[src/inc/ocg_pkg.sv]
// Package with register map, field layout, reset values and timing counts of the clock block.
package ocg_pkg;

    // ************************************************************
    // Register map.
    // ************************************************************
    localparam logic [3:0]  ADDR_MULT   = 4'h0;
    localparam logic [3:0]  ADDR_OSCCTL = 4'h1;
    localparam logic [3:0]  ADDR_POST   = 4'h2;
    localparam logic [3:0]  ADDR_STATUS = 4'h3;
    localparam logic [3:0]  ADDR_MASK   = 4'h4;

    // ************************************************************
    // Field layout and reset values.
    // ************************************************************
    localparam int          DIV_W        = 9;
    localparam logic [8:0]  DIV_RESET    = 9'h030;
    localparam logic [9:0]  MULT_OFFSET  = 10'h002;
    localparam int          SRC_LSB      = 0;
    localparam int          SRC_W        = 2;
    localparam int          SWITCH_BIT   = 4;
    localparam int          MONEN_BIT    = 5;
    localparam int          DOZEEN_BIT   = 6;
    localparam int          DOZE_LSB     = 8;
    localparam int          DOZE_W       = 3;
    localparam int          POST_W       = 3;
    localparam logic [2:0]  POST_RESET   = 3'h0;
    localparam logic [2:0]  DOZE_RESET   = 3'h0;
    localparam int          EVT_FAIL     = 0;
    localparam int          EVT_SWDONE   = 1;
    localparam int          EVT_W        = 2;

    // ************************************************************
    // Timing: a primary source with no edge for this long counts as failed.
    // ************************************************************
    localparam int          CLK_MHZ       = 100;
    localparam int          FAIL_NS       = 2000;
    localparam int          FAIL_CYCLES   = (FAIL_NS * CLK_MHZ) / 1000;

    // ************************************************************
    // Clock source codes.
    // ************************************************************
    typedef enum logic [1:0] {
        SRC_RC      = 2'b00,
        SRC_RC_PLL  = 2'b01,
        SRC_PRI     = 2'b10,
        SRC_PRI_PLL = 2'b11
    } ocg_src_type;

    typedef enum logic [1:0] {
        ST_RUN    = 2'b00,
        ST_SWITCH = 2'b01,
        ST_FAILED = 2'b10
    } ocg_state_type;

endpackage : ocg_pkg

[src/ocg_top.sv]
// Oscillator selection, PLL multiplier, postscaler, doze and clock fail monitor.
//
// Function
// - Divisor field is bits 8..0; multiplier is field plus two, 2 to 513.
// - Divisor field resets to the pattern giving multiplier fifty.
// - Divisor register reloads only on power-on reset, not other resets.
// - Divisor register bits 15..9 read zero and ignore writes.
// - CPU and peripheral clocks match except doze ratio 1:2 or slower.
// - Internal fast RC can feed the PLL input.
// - Software may switch the system clock source while running.
// - Programmable postscaler divides the system clock to save power.
// - Fail monitor detects loss of an active primary oscillator clock and acts itself.
// - Start-up source comes from nonvolatile configuration bits.
`timescale 1ns/1ps
`default_nettype none

module ocg_top
    import ocg_pkg::*;
#(
    parameter int FAIL_LIMIT = FAIL_CYCLES
) (
    input  wire logic        mclk,
    input  wire logic        nrst,
    input  wire logic        porEvent,
    input  wire logic [1:0]  cfgSource,
    input  wire logic        priOscTick,
    input  wire logic [3:0]  regAddr,
    input  wire logic [15:0] regWdata,
    input  wire logic        regWrite,
    input  wire logic        regRead,
    output logic      [15:0] regRdata,
    output logic             irq,
    output logic             oscFailTrap,
    output logic      [1:0]  activeSource,
    output logic      [9:0]  pllMultiplier,
    output logic             cpuClockEn,
    output logic             peripheralClockEn
);

    // ************************************************************
    // Registers.
    // ************************************************************
    logic [DIV_W-1:0]  feedbackDivisor;
    logic [1:0]        requestSource;
    logic              switchReq;
    logic              monitorEnable;
    logic              dozeEnable;
    logic [DOZE_W-1:0] dozeRatio;
    logic [POST_W-1:0] postRatio;
    logic [EVT_W-1:0]  status;
    logic [EVT_W-1:0]  mask;
    logic [EVT_W-1:0]  events;
    logic              strapTaken;
    logic              failed;
    logic [15:0]       idleCount;
    logic [7:0]        postCount;
    logic [7:0]        dozeCount;
    logic              sysTick;
    ocg_state_type     state;

    wire logic writeMult   = regWrite && (regAddr == ADDR_MULT);
    wire logic writeCtl    = regWrite && (regAddr == ADDR_OSCCTL);
    wire logic writePost   = regWrite && (regAddr == ADDR_POST);
    wire logic writeStatus = regWrite && (regAddr == ADDR_STATUS);
    wire logic writeMask   = regWrite && (regAddr == ADDR_MASK);
    wire logic usesPri     = activeSource[1];

    // Next status and mask feed the interrupt flop, so irq never lags a mask write by a cycle.
    // Set wins: an event in the cycle of a write-one-to-clear keeps its bit.
    wire logic [EVT_W-1:0] next_status = (status & ~(writeStatus ? regWdata[EVT_W-1:0] : '0))
                                         | events;
    wire logic [EVT_W-1:0] next_mask   = writeMask ? regWdata[EVT_W-1:0] : mask;

    // ************************************************************
    // Feedback divisor: kept across ordinary resets.
    // ************************************************************
    // Only the power-on pulse restores the default, so a warm reset keeps the PLL setting.
    always_ff @(posedge mclk) begin
        if (porEvent) begin
            feedbackDivisor <= DIV_RESET;
        end else if (writeMult) begin
            feedbackDivisor <= regWdata[DIV_W-1:0];
        end
    end

    // Multiplier applied to a selected input that uses the PLL, including the internal RC path; one otherwise.
    always_ff @(posedge mclk or negedge nrst) begin
        if (!nrst) begin
            pllMultiplier <= 10'h000;
        end else if (activeSource[0]) begin
            pllMultiplier <= {1'b0, feedbackDivisor} + MULT_OFFSET;
        end else begin
            pllMultiplier <= 10'h001;
        end
    end

    // ************************************************************
    // Control registers.
    // ************************************************************
    always_ff @(posedge mclk or negedge nrst) begin
        if (!nrst) begin
            requestSource <= SRC_RC;
            monitorEnable <= 1'b0;
            dozeEnable    <= 1'b0;
            dozeRatio     <= DOZE_RESET;
            postRatio     <= POST_RESET;
            mask          <= '0;
        end else begin
            if (writeCtl) begin
                requestSource <= regWdata[SRC_LSB +: SRC_W];
                monitorEnable <= regWdata[MONEN_BIT];
                dozeEnable    <= regWdata[DOZEEN_BIT];
                dozeRatio     <= regWdata[DOZE_LSB +: DOZE_W];
            end
            if (writePost) begin
                postRatio <= regWdata[POST_W-1:0];
            end
            if (writeMask) begin
                mask <= regWdata[EVT_W-1:0];
            end
        end
    end

    // ************************************************************
    // Source switching state machine.
    // ************************************************************
    // The strap is read one cycle after release, never under the reset itself.
    always_ff @(posedge mclk or negedge nrst) begin
        if (!nrst) begin
            state        <= ST_RUN;
            activeSource <= SRC_RC;
            strapTaken   <= 1'b0;
            switchReq    <= 1'b0;
            failed       <= 1'b0;
            events       <= '0;
        end else begin
            events <= '0;
            if (!strapTaken) begin
                strapTaken   <= 1'b1;
                activeSource <= cfgSource;
            end else begin
                case (state)
                    ST_RUN: begin
                        if (writeCtl && regWdata[SWITCH_BIT]) begin
                            switchReq <= 1'b1;
                            state     <= ST_SWITCH;
                        end
                    end
                    ST_SWITCH: begin
                        // A primary target must show life before it is adopted.
                        if (!requestSource[1] || priOscTick) begin
                            activeSource       <= requestSource;
                            switchReq          <= 1'b0;
                            events[EVT_SWDONE] <= 1'b1;
                            state              <= ST_RUN;
                        end
                    end
                    ST_FAILED: begin
                        // Stay on the RC until software writes one to the failure flag after that flag already reads clear.
                        if (writeStatus && regWdata[EVT_FAIL] && !status[EVT_FAIL]) begin
                            failed <= 1'b0;
                            state  <= ST_RUN;
                        end
                    end
                    default: state <= ST_RUN;
                endcase
                if (monitorEnable && usesPri && idleCount >= 16'(FAIL_LIMIT)) begin
                    activeSource     <= SRC_RC;
                    failed           <= 1'b1;
                    switchReq        <= 1'b0;
                    events[EVT_FAIL] <= 1'b1;
                    state            <= ST_FAILED;
                end
            end
        end
    end

    // ************************************************************
    // Fail monitor: counts cycles since the last primary edge.
    // ************************************************************
    always_ff @(posedge mclk or negedge nrst) begin
        if (!nrst) begin
            idleCount <= '0;
        end else if (!usesPri || priOscTick) begin
            idleCount <= '0;
        end else if (idleCount < 16'(FAIL_LIMIT)) begin
            idleCount <= idleCount + 16'h0001;
        end
    end

    always_ff @(posedge mclk or negedge nrst) begin
        if (!nrst) begin
            oscFailTrap <= 1'b0;
        end else begin
            oscFailTrap <= failed;
        end
    end

    // ************************************************************
    // Postscaler and doze: enable pulses at divided rates.
    // ************************************************************
    // The postscaler divides by 2 to the power of postRatio.
    always_ff @(posedge mclk or negedge nrst) begin
        if (!nrst) begin
            postCount <= '0;
            sysTick   <= 1'b0;
        end else if (postCount >= 8'((1 << postRatio) - 1)) begin
            postCount <= '0;
            sysTick   <= 1'b1;
        end else begin
            postCount <= postCount + 8'h01;
            sysTick   <= 1'b0;
        end
    end

    // The CPU drops sysTick pulses only when doze is on with a ratio of 1:2 or slower.
    always_ff @(posedge mclk or negedge nrst) begin
        if (!nrst) begin
            dozeCount         <= '0;
            cpuClockEn        <= 1'b0;
            peripheralClockEn <= 1'b0;
        end else begin
            peripheralClockEn <= sysTick;
            if (!dozeEnable || dozeRatio == 3'h0) begin
                cpuClockEn <= sysTick;
                dozeCount  <= '0;
            end else if (sysTick) begin
                if (dozeCount >= 8'((1 << dozeRatio) - 1)) begin
                    dozeCount  <= '0;
                    cpuClockEn <= 1'b1;
                end else begin
                    dozeCount  <= dozeCount + 8'h01;
                    cpuClockEn <= 1'b0;
                end
            end else begin
                cpuClockEn <= 1'b0;
            end
        end
    end

    // ************************************************************
    // Interrupt status: set wins over write-one-to-clear.
    // ************************************************************
    always_ff @(posedge mclk or negedge nrst) begin
        if (!nrst) begin
            status <= '0;
            irq    <= 1'b0;
        end else begin
            status <= next_status;
            irq    <= |(next_status & next_mask);
        end
    end

    // ************************************************************
    // Register read port; unmapped addresses read zero.
    // ************************************************************
    always_ff @(posedge mclk or negedge nrst) begin
        if (!nrst) begin
            regRdata <= '0;
        end else if (regRead) begin
            case (regAddr)
                ADDR_MULT:   regRdata <= {7'h00, feedbackDivisor};
                ADDR_OSCCTL: regRdata <= {5'h00, dozeRatio, 1'b0, dozeEnable, monitorEnable,
                                          switchReq, failed, 1'b0, activeSource};
                ADDR_POST:   regRdata <= {13'h0000, postRatio};
                ADDR_STATUS: regRdata <= {14'h0000, status};
                ADDR_MASK:   regRdata <= {14'h0000, mask};
                default:     regRdata <= '0;
            endcase
        end else begin
            regRdata <= '0;
        end
    end
endmodule : ocg_top

`default_nettype wire

[config.mk]
export PLATFORM = sky130hd
export DESIGN_NAME = ocg_top
export DESIGN_NICKNAME = d
export VERILOG_FILES = /design/src/inc/ocg_pkg.sv /design/src/ocg_top.sv
export SDC_FILE = /design/constraint.sdc
export NUM_CORES = 1
export LEC_CHECK = 0
export BUFFER_PORTS_ARGS = -buffer_cell sky130_fd_sc_hd__buf_2
export CORE_MARGIN = 3
export CORE_UTILIZATION = 57
export DETAILED_ROUTE_END_ITERATION = 8
export PLACE_DENSITY_LB_ADDON = 0.12
export SYNTH_ARGS = -nofsm -noshare
export SYNTH_HDL_FRONTEND = slang
export SYNTH_SLANG_ARGS = --single-unit
[constraint.sdc]
create_clock -name mclk -period 3.3 [get_ports mclk]
set_input_delay 0.33 -clock mclk [delete_from_list [all_inputs] [get_ports mclk]]
set_output_delay 0.33 -clock mclk [all_outputs]
set_load 0.005 [all_outputs]
Word-level counts from Yosys, hierarchy flattened

Cells that the tools add are included.
W data, S select, Z words.

Bits in registers: 95
Bits of input ports: 28
Memories: 0
Bits in writable memories: 0
Logic and storage cells: 116
Memory bits (read-only): 0
Output and inout bits: 32
Latch bits: 0

Bitwise gates (word level): 4
Muxes and demuxes: 35
$lt $le $gt $ge: 4
Equality and inequality tests: 11
Add/sub/neg operators: 6
$mul: 0
Shift-type cells: 2
Reductions and logical operators: 30
Divide/modulo/power cells: 0

Operators with widths:

| kind                    | number |
|---|---|
| $pmux W11 S5            | 1 |
| $mux W16                | 3 |
| $mux W8                 | 4 |
| $mux W2                 | 11 |
| $add A16 B1 Y16 const B | 1 |
| $add A8 B1 Y8 const B   | 2 |
| $ge A16 B8 Y1 const B   | 1 |
| $ge A8 B8 Y1            | 2 |
| $lt A16 B8 Y1 const B   | 1 |
| $shl A1 B3 Y8 const A   | 2 |
| $sub A8 B2 Y8 const B   | 2 |
| $mux W1                 | 13 |
| $add A9 B2 Y10 const B  | 1 |
| $logic_and A1 B1 Y1     | 10 |
| $mux W10                | 1 |
| $ne A3 B3 Y1 const B    | 3 |
| $eq A4 B2 Y1 const B    | 2 |
| $reduce_and A4 Y1       | 2 |
| $reduce_bool A2 Y1      | 4 |
| $ne A3 B1 Y1 const B    | 2 |
| $pmux W2 S3             | 1 |
| $and A2 B2 Y2           | 2 |
| $eq A4 B1 Y1 const B    | 1 |
| $eq A4 B3 Y1 const B    | 1 |
| 14 further kinds        | 19 |

Depth between registers and ports, before layout

Word-level depth: 8
Depth in mapped cells: 13
Gate-level depth less buffers: 12

Worst setup path before layout

Ideal clock, no wire load.

Path kind: flip-flop to flip-flop
Start point: register dozeRatio[0]
End point: register dozeCount[3]
Required time: 3.199 ns
Arrival: 2.790 ns
Slack: 0.409 ns
Period minus slack after synthesis: 2.891 ns
Library setup time: 0.101 ns
Buffers on the path: 2
Stages on the path, launching flop included: 13
Cells stage by stage: dfrtp_1 -> buf_2 -> or3_1 -> ha_1 -> clkbuf_1 -> nor3_1 -> a21o_1 -> a21oi_1 -> ha_1 -> a22o_1 -> o41ai_4 -> nand3_4 -> o311ai_2

Longest elaborated chain between the ends: 6
Elaborated cells on any way between the ends: 9
Those cells by class: add/sub: 1; order compare: 1; shift: 1; mux: 3; reduce/logical: 3

Ends and longest elaborated chain:

| what                   | RTL line       | source |
|---|---|---|
| start, declared        | ocg_top.sv:48  | `logic [DOZE_W-1:0] dozeRatio;` |
| start signal, assigned | ocg_top.sv:113 | `dozeRatio <= regWdata[DOZE_LSB +: DOZE_W];` |
| $shl A1 B3 Y8          | ocg_top.sv:228 | `if (dozeCount >= 8'((1 << dozeRatio) - 1)) begin` |
| $sub A8 B2 Y8          | ocg_top.sv:228 |  |
| $ge A8 B8 Y1           | ocg_top.sv:228 |  |
| $mux W8                | ocg_top.sv:228 |  |
| $mux W8                | ocg_top.sv:227 | `end else if (sysTick) begin` |
| $mux W8                | ocg_top.sv:224 | `if (!dozeEnable \|\| dozeRatio == 3'h0) begin` |
| end signal, assigned   | ocg_top.sv:232 | `dozeCount <= dozeCount + 8'h01;` |
| end, declared          | ocg_top.sv:57  | `logic [7:0] dozeCount;` |

Several ways; a longest one is shown, not always the timed one. The select of a mux whose other input is x is not followed.
A chain may end at the register's enable or synchronous reset.

Final worst setup path

Start point: register dozeRatio[1]
End point: register dozeCount[6]

Same word-level chain as after synthesis.

==> flow_metrics.py <==
metrics = {
    "worst_hold_path": {
        "min_path_type": "input pin to async pin",
    },
    "synth": {
        "syn_avg_cell_area_um2": 10.5,
        "synth_top_family_by_area": "simple AND/OR/NAND/NOR gates",
        "syn_area_mm2": 0.00440,
        "synthXorXnorAreaFrac_pct": 3.98,
        "synth_fa_ha_area_share_pct": 6.54,
        "synth_compound_area_share_pct": 12.1,
        "yosys_warnings": 0,
        "synthTopCellsByArea": "dfrtp_1 (46%), ha_1 (6.5%), dfxtp_1 (4.1%)",
        "synth_cell_type_count": 50,
        "synth_simple_gate_area_share_pct": 20.2,
        "yosysSeqAreaShare_pct": 50.1,
        "synth_area_leader_cell": "dfrtp_1",
        "synth-edff-count": 0,
        "ys_ff_latch": 90,
        "synth_ff_type": "dfrtp_1",
        "synth_mux_area_share_pct": 3.58,
        "synthCells": 420,
        "synth-async-reset-ratio_pct": 90.0,
        "synth_top_area_share_pct": 46.0,
    },
    "setup_path": {
        "worst_path_largest_cell_delay_ps": 470,
        "crit_type": "flop to flop",
        "worstSetupStartpointType": "flop",
        "r2r_cells": 10,
        "regToRegSetupSlack_ps": 360,
        "cpMaxStageDelayCell": "dfrtp_1",
        "cp.required_ps": 3560,
        "path_buf_inv": 0,
        "cp_max_fo": 8,
        "r2r-start": "dozeRatio[1]",
        "worstSetupEndpointType": "flop",
        "cp_top_family": "simple AND/OR/NAND/NOR gates",
        "critical_path_arrival_ps": 3200,
        "crit_chain": "or3_1 -> ha_1 -> xor2_1 -> nor2_1 -> a21oi_1 -> ha_1 -> a21oi_1 -> and3_1 -> nand3_4 -> o311ai_2",
        "r2r_end": "dozeCount[6]",
    },
    "cells_and_area": {
        "layout.nets": 521,
        "mostFrequentLayoutCells": "dfrtp_1 (81), buf_2 (48), nand2_1 (47)",
        "fin_util_pct": 67.5,
        "final_common_cell": "dfrtp_1",
        "fillers": 588,
        "area_growth_syn_to_layout_pct": 12.9,
        "diodes": 0,
        "layout-drive-gt1-share_pct": 20.0,
        "design_area_mm2": 0.00497,
    },
    "flow_run": {
        "maxCapViolCount": 0,
    },
    "cts": {
        "max-clock-path-buffers": 2,
        "cts.clk_slew.worst_paths_ps": 100,
        "cts-root-buf": "clkbuf_8",
        "cts_buffers": 9,
        "worstSkewPairLatency_ps": 350,
        "ctsResizeCount": 0,
        "cts_tree": "built",
        "ctsHtreeMaxLevel": 3,
        "hold_buffers": 0,
        "cts_sinks": 90,
        "cts_setup_buffers": 0,
    },
    "routing": {
        "drt_iter0_drc": 180,
        "vias": 3209,
        "wire_per_inst_um": 14.8,
        "ant_nets": 0,
        "firstDrtPassIters": 6,
        "via_per_inst": 5.59,
        "drc": 0,
        "wl_um": 8480,
    },
    "floorplan": {
        "die_h_um": 93.9,
        "dieArea_mm2": 0.00882,
        "die_w_um": 93.9,
        "fp-row-count": 31,
        "initial_core_util_pct": 59.7,
        "coreArea_mm2": 0.00737,
        "ios": 60,
    },
    "sta": {
        "tightest_slew_ps": 987,
        "worst_slew_margin_rel_pct": 34.2,
        "post-route-period-util_pct": 89.2,
        "hold_viol_final": 0,
        "drv_slew": 0,
        "period_needed_ps": 2940,
        "setup_viol": 0,
        "rsz0062_at_grt": "no",
        "tns_ps": 0,
        "finClkSkew_ps": 13.9,
        "max_freq_mhz": 340,
        "setup_ws_ps": 355,
    },
    "global_route": {
        "grt_pass1_wl_um": 14100,
        "grt_use_total_pct": 20.3,
        "grt_antenna_before_repair": 0,
        "grt-ovfl-total": 0,
        "grt_max_degree": 82,
        "grt_pass1_vias": 3079,
    },
    "power": {
        "leakage_nw": 2.43,
        "intPower_mw": 1.99,
        "clockPowerShare_pct": 31.9,
        "power_density_mw_per_mm2": 570,
        "peakVddDrop_v": 0.000376,
        "p_seq_share_pct": 46.9,
        "swShare_pct": 29.6,
        "p_total_mw": 2.83,
        "combPwrFrac_pct": 21.2,
        "power_switching_mw": 0.840,
    },
    "status": {
        "status": "finished, final reports clean",
    },
    "placement": {
        "dp_slack_ps": 423,
        "dp_hpwl_um": 6070,
        "place_area_mm2": 0.00472,
        "numPortBuffers": 49,
        "gp_congestion": 0.824,
    },
}
## synth_stat cells (4+ instances only)
master and n:
nand2b_1 5, xnor2_1 8, o311ai_2 5, and3_1 12
a21o_1 7, nand4_1 11, a22oi_1 8, dfxtp_1 9
nand3_1 20, nand2_1 47, nor2_1 31, and2_1 16
mux2_2 14, buf_2 4, inv_1 14, dfrtp_1 81
a21oi_1 18, o21ai_0 10, buf_4 5, clkbuf_1 8
ha_1 23, or3_1 6, xor2_1 12, nor2b_1 4
## worst max-delay path by stage
stage / from / cells past startpoint / to / slack, ps
2_1_floorplan: dozeRatio[0] / 12 / dozeCount[3] / 410
3_3_place_gp: dozeRatio[1] / 10 / dozeCount[7] / 460
6_report: dozeRatio[1] / 10 / dozeCount[6] / 360
5_1_grt: dozeRatio[1] / 10 / dozeCount[7] / 190
3_5_place_dp: dozeRatio[1] / 10 / dozeCount[3] / 420
4_1_cts: dozeRatio[1] / 10 / dozeCount[6] / 380
## registers in the layout (all words and copies together) (netlist names), 2 cells and up
signal           flops
dozeCount            8
feedbackDivisor      9
events               2
idleCount           16
postCount            8
postRatio            3
requestSource        2
status               2
state                2
regRdata            11
dozeRatio            3
mask                 2
pllMultiplier       10
activeSource         2
## per-layer routing
layer | vias to the layer above | wire, µm | share of wire, % | track usage, %
met1 | 1557 | 3890 | 46 | 27.3
met3 | 12 | 336 | 4.0 | 4.09
li1 | 1571 | - | - | -
met4 | 0 | 180 | 2.1 | 8.90
met2 | 69 | 4070 | 48 | 32.1
met5 | - | 0 | 0 | 0
## kinds of logic (layout without fill, tap and decap cells)
kind of cell,after synthesis,count (layout)
DFF,90,90
and+or+nand+nor,169,169
adders and majority gates,23,23
AOI/OAI and AO/OA,69,69
xor gates and xnor gates,20,20
muxes,14,14
other,2,8
buffers and inverters,33,82
## stage by stage
step | hold WS [ps] | std cells
final | 123 | 574
after global placement | 435 | 558
after global routing | 188 | 574
after detailed placement | 429 | 558
after floorplan | 34.4 | 426
after CTS | 169 | 574
## power groups by stage
stage / Sequential [mW] / Combinational [mW] / Clock (mW)
2_1_floorplan: 1.31 / 0.462 / 0
3_3_place_gp: 1.35 / 0.576 / 0
3_5_place_dp: 1.35 / 0.601 / 0
4_1_cts: 1.33 / 0.609 / 0.922
5_1_grt: 1.35 / 0.693 / 0.972
6_report: 1.33 / 0.601 / 0.903
## cell type report
class	instances	area (µm²)	share of cell area, %
tap	99	124	2.49
clock inverter	7	124	2.49
multi-input combinational	303	2070	41.6
clock buffer	9	124	2.49
inverter	14	52.6	1.06
sequential	90	2210	44.4
timing repair buffer	52	270	5.44
Power figures use the tool's default switching activity.
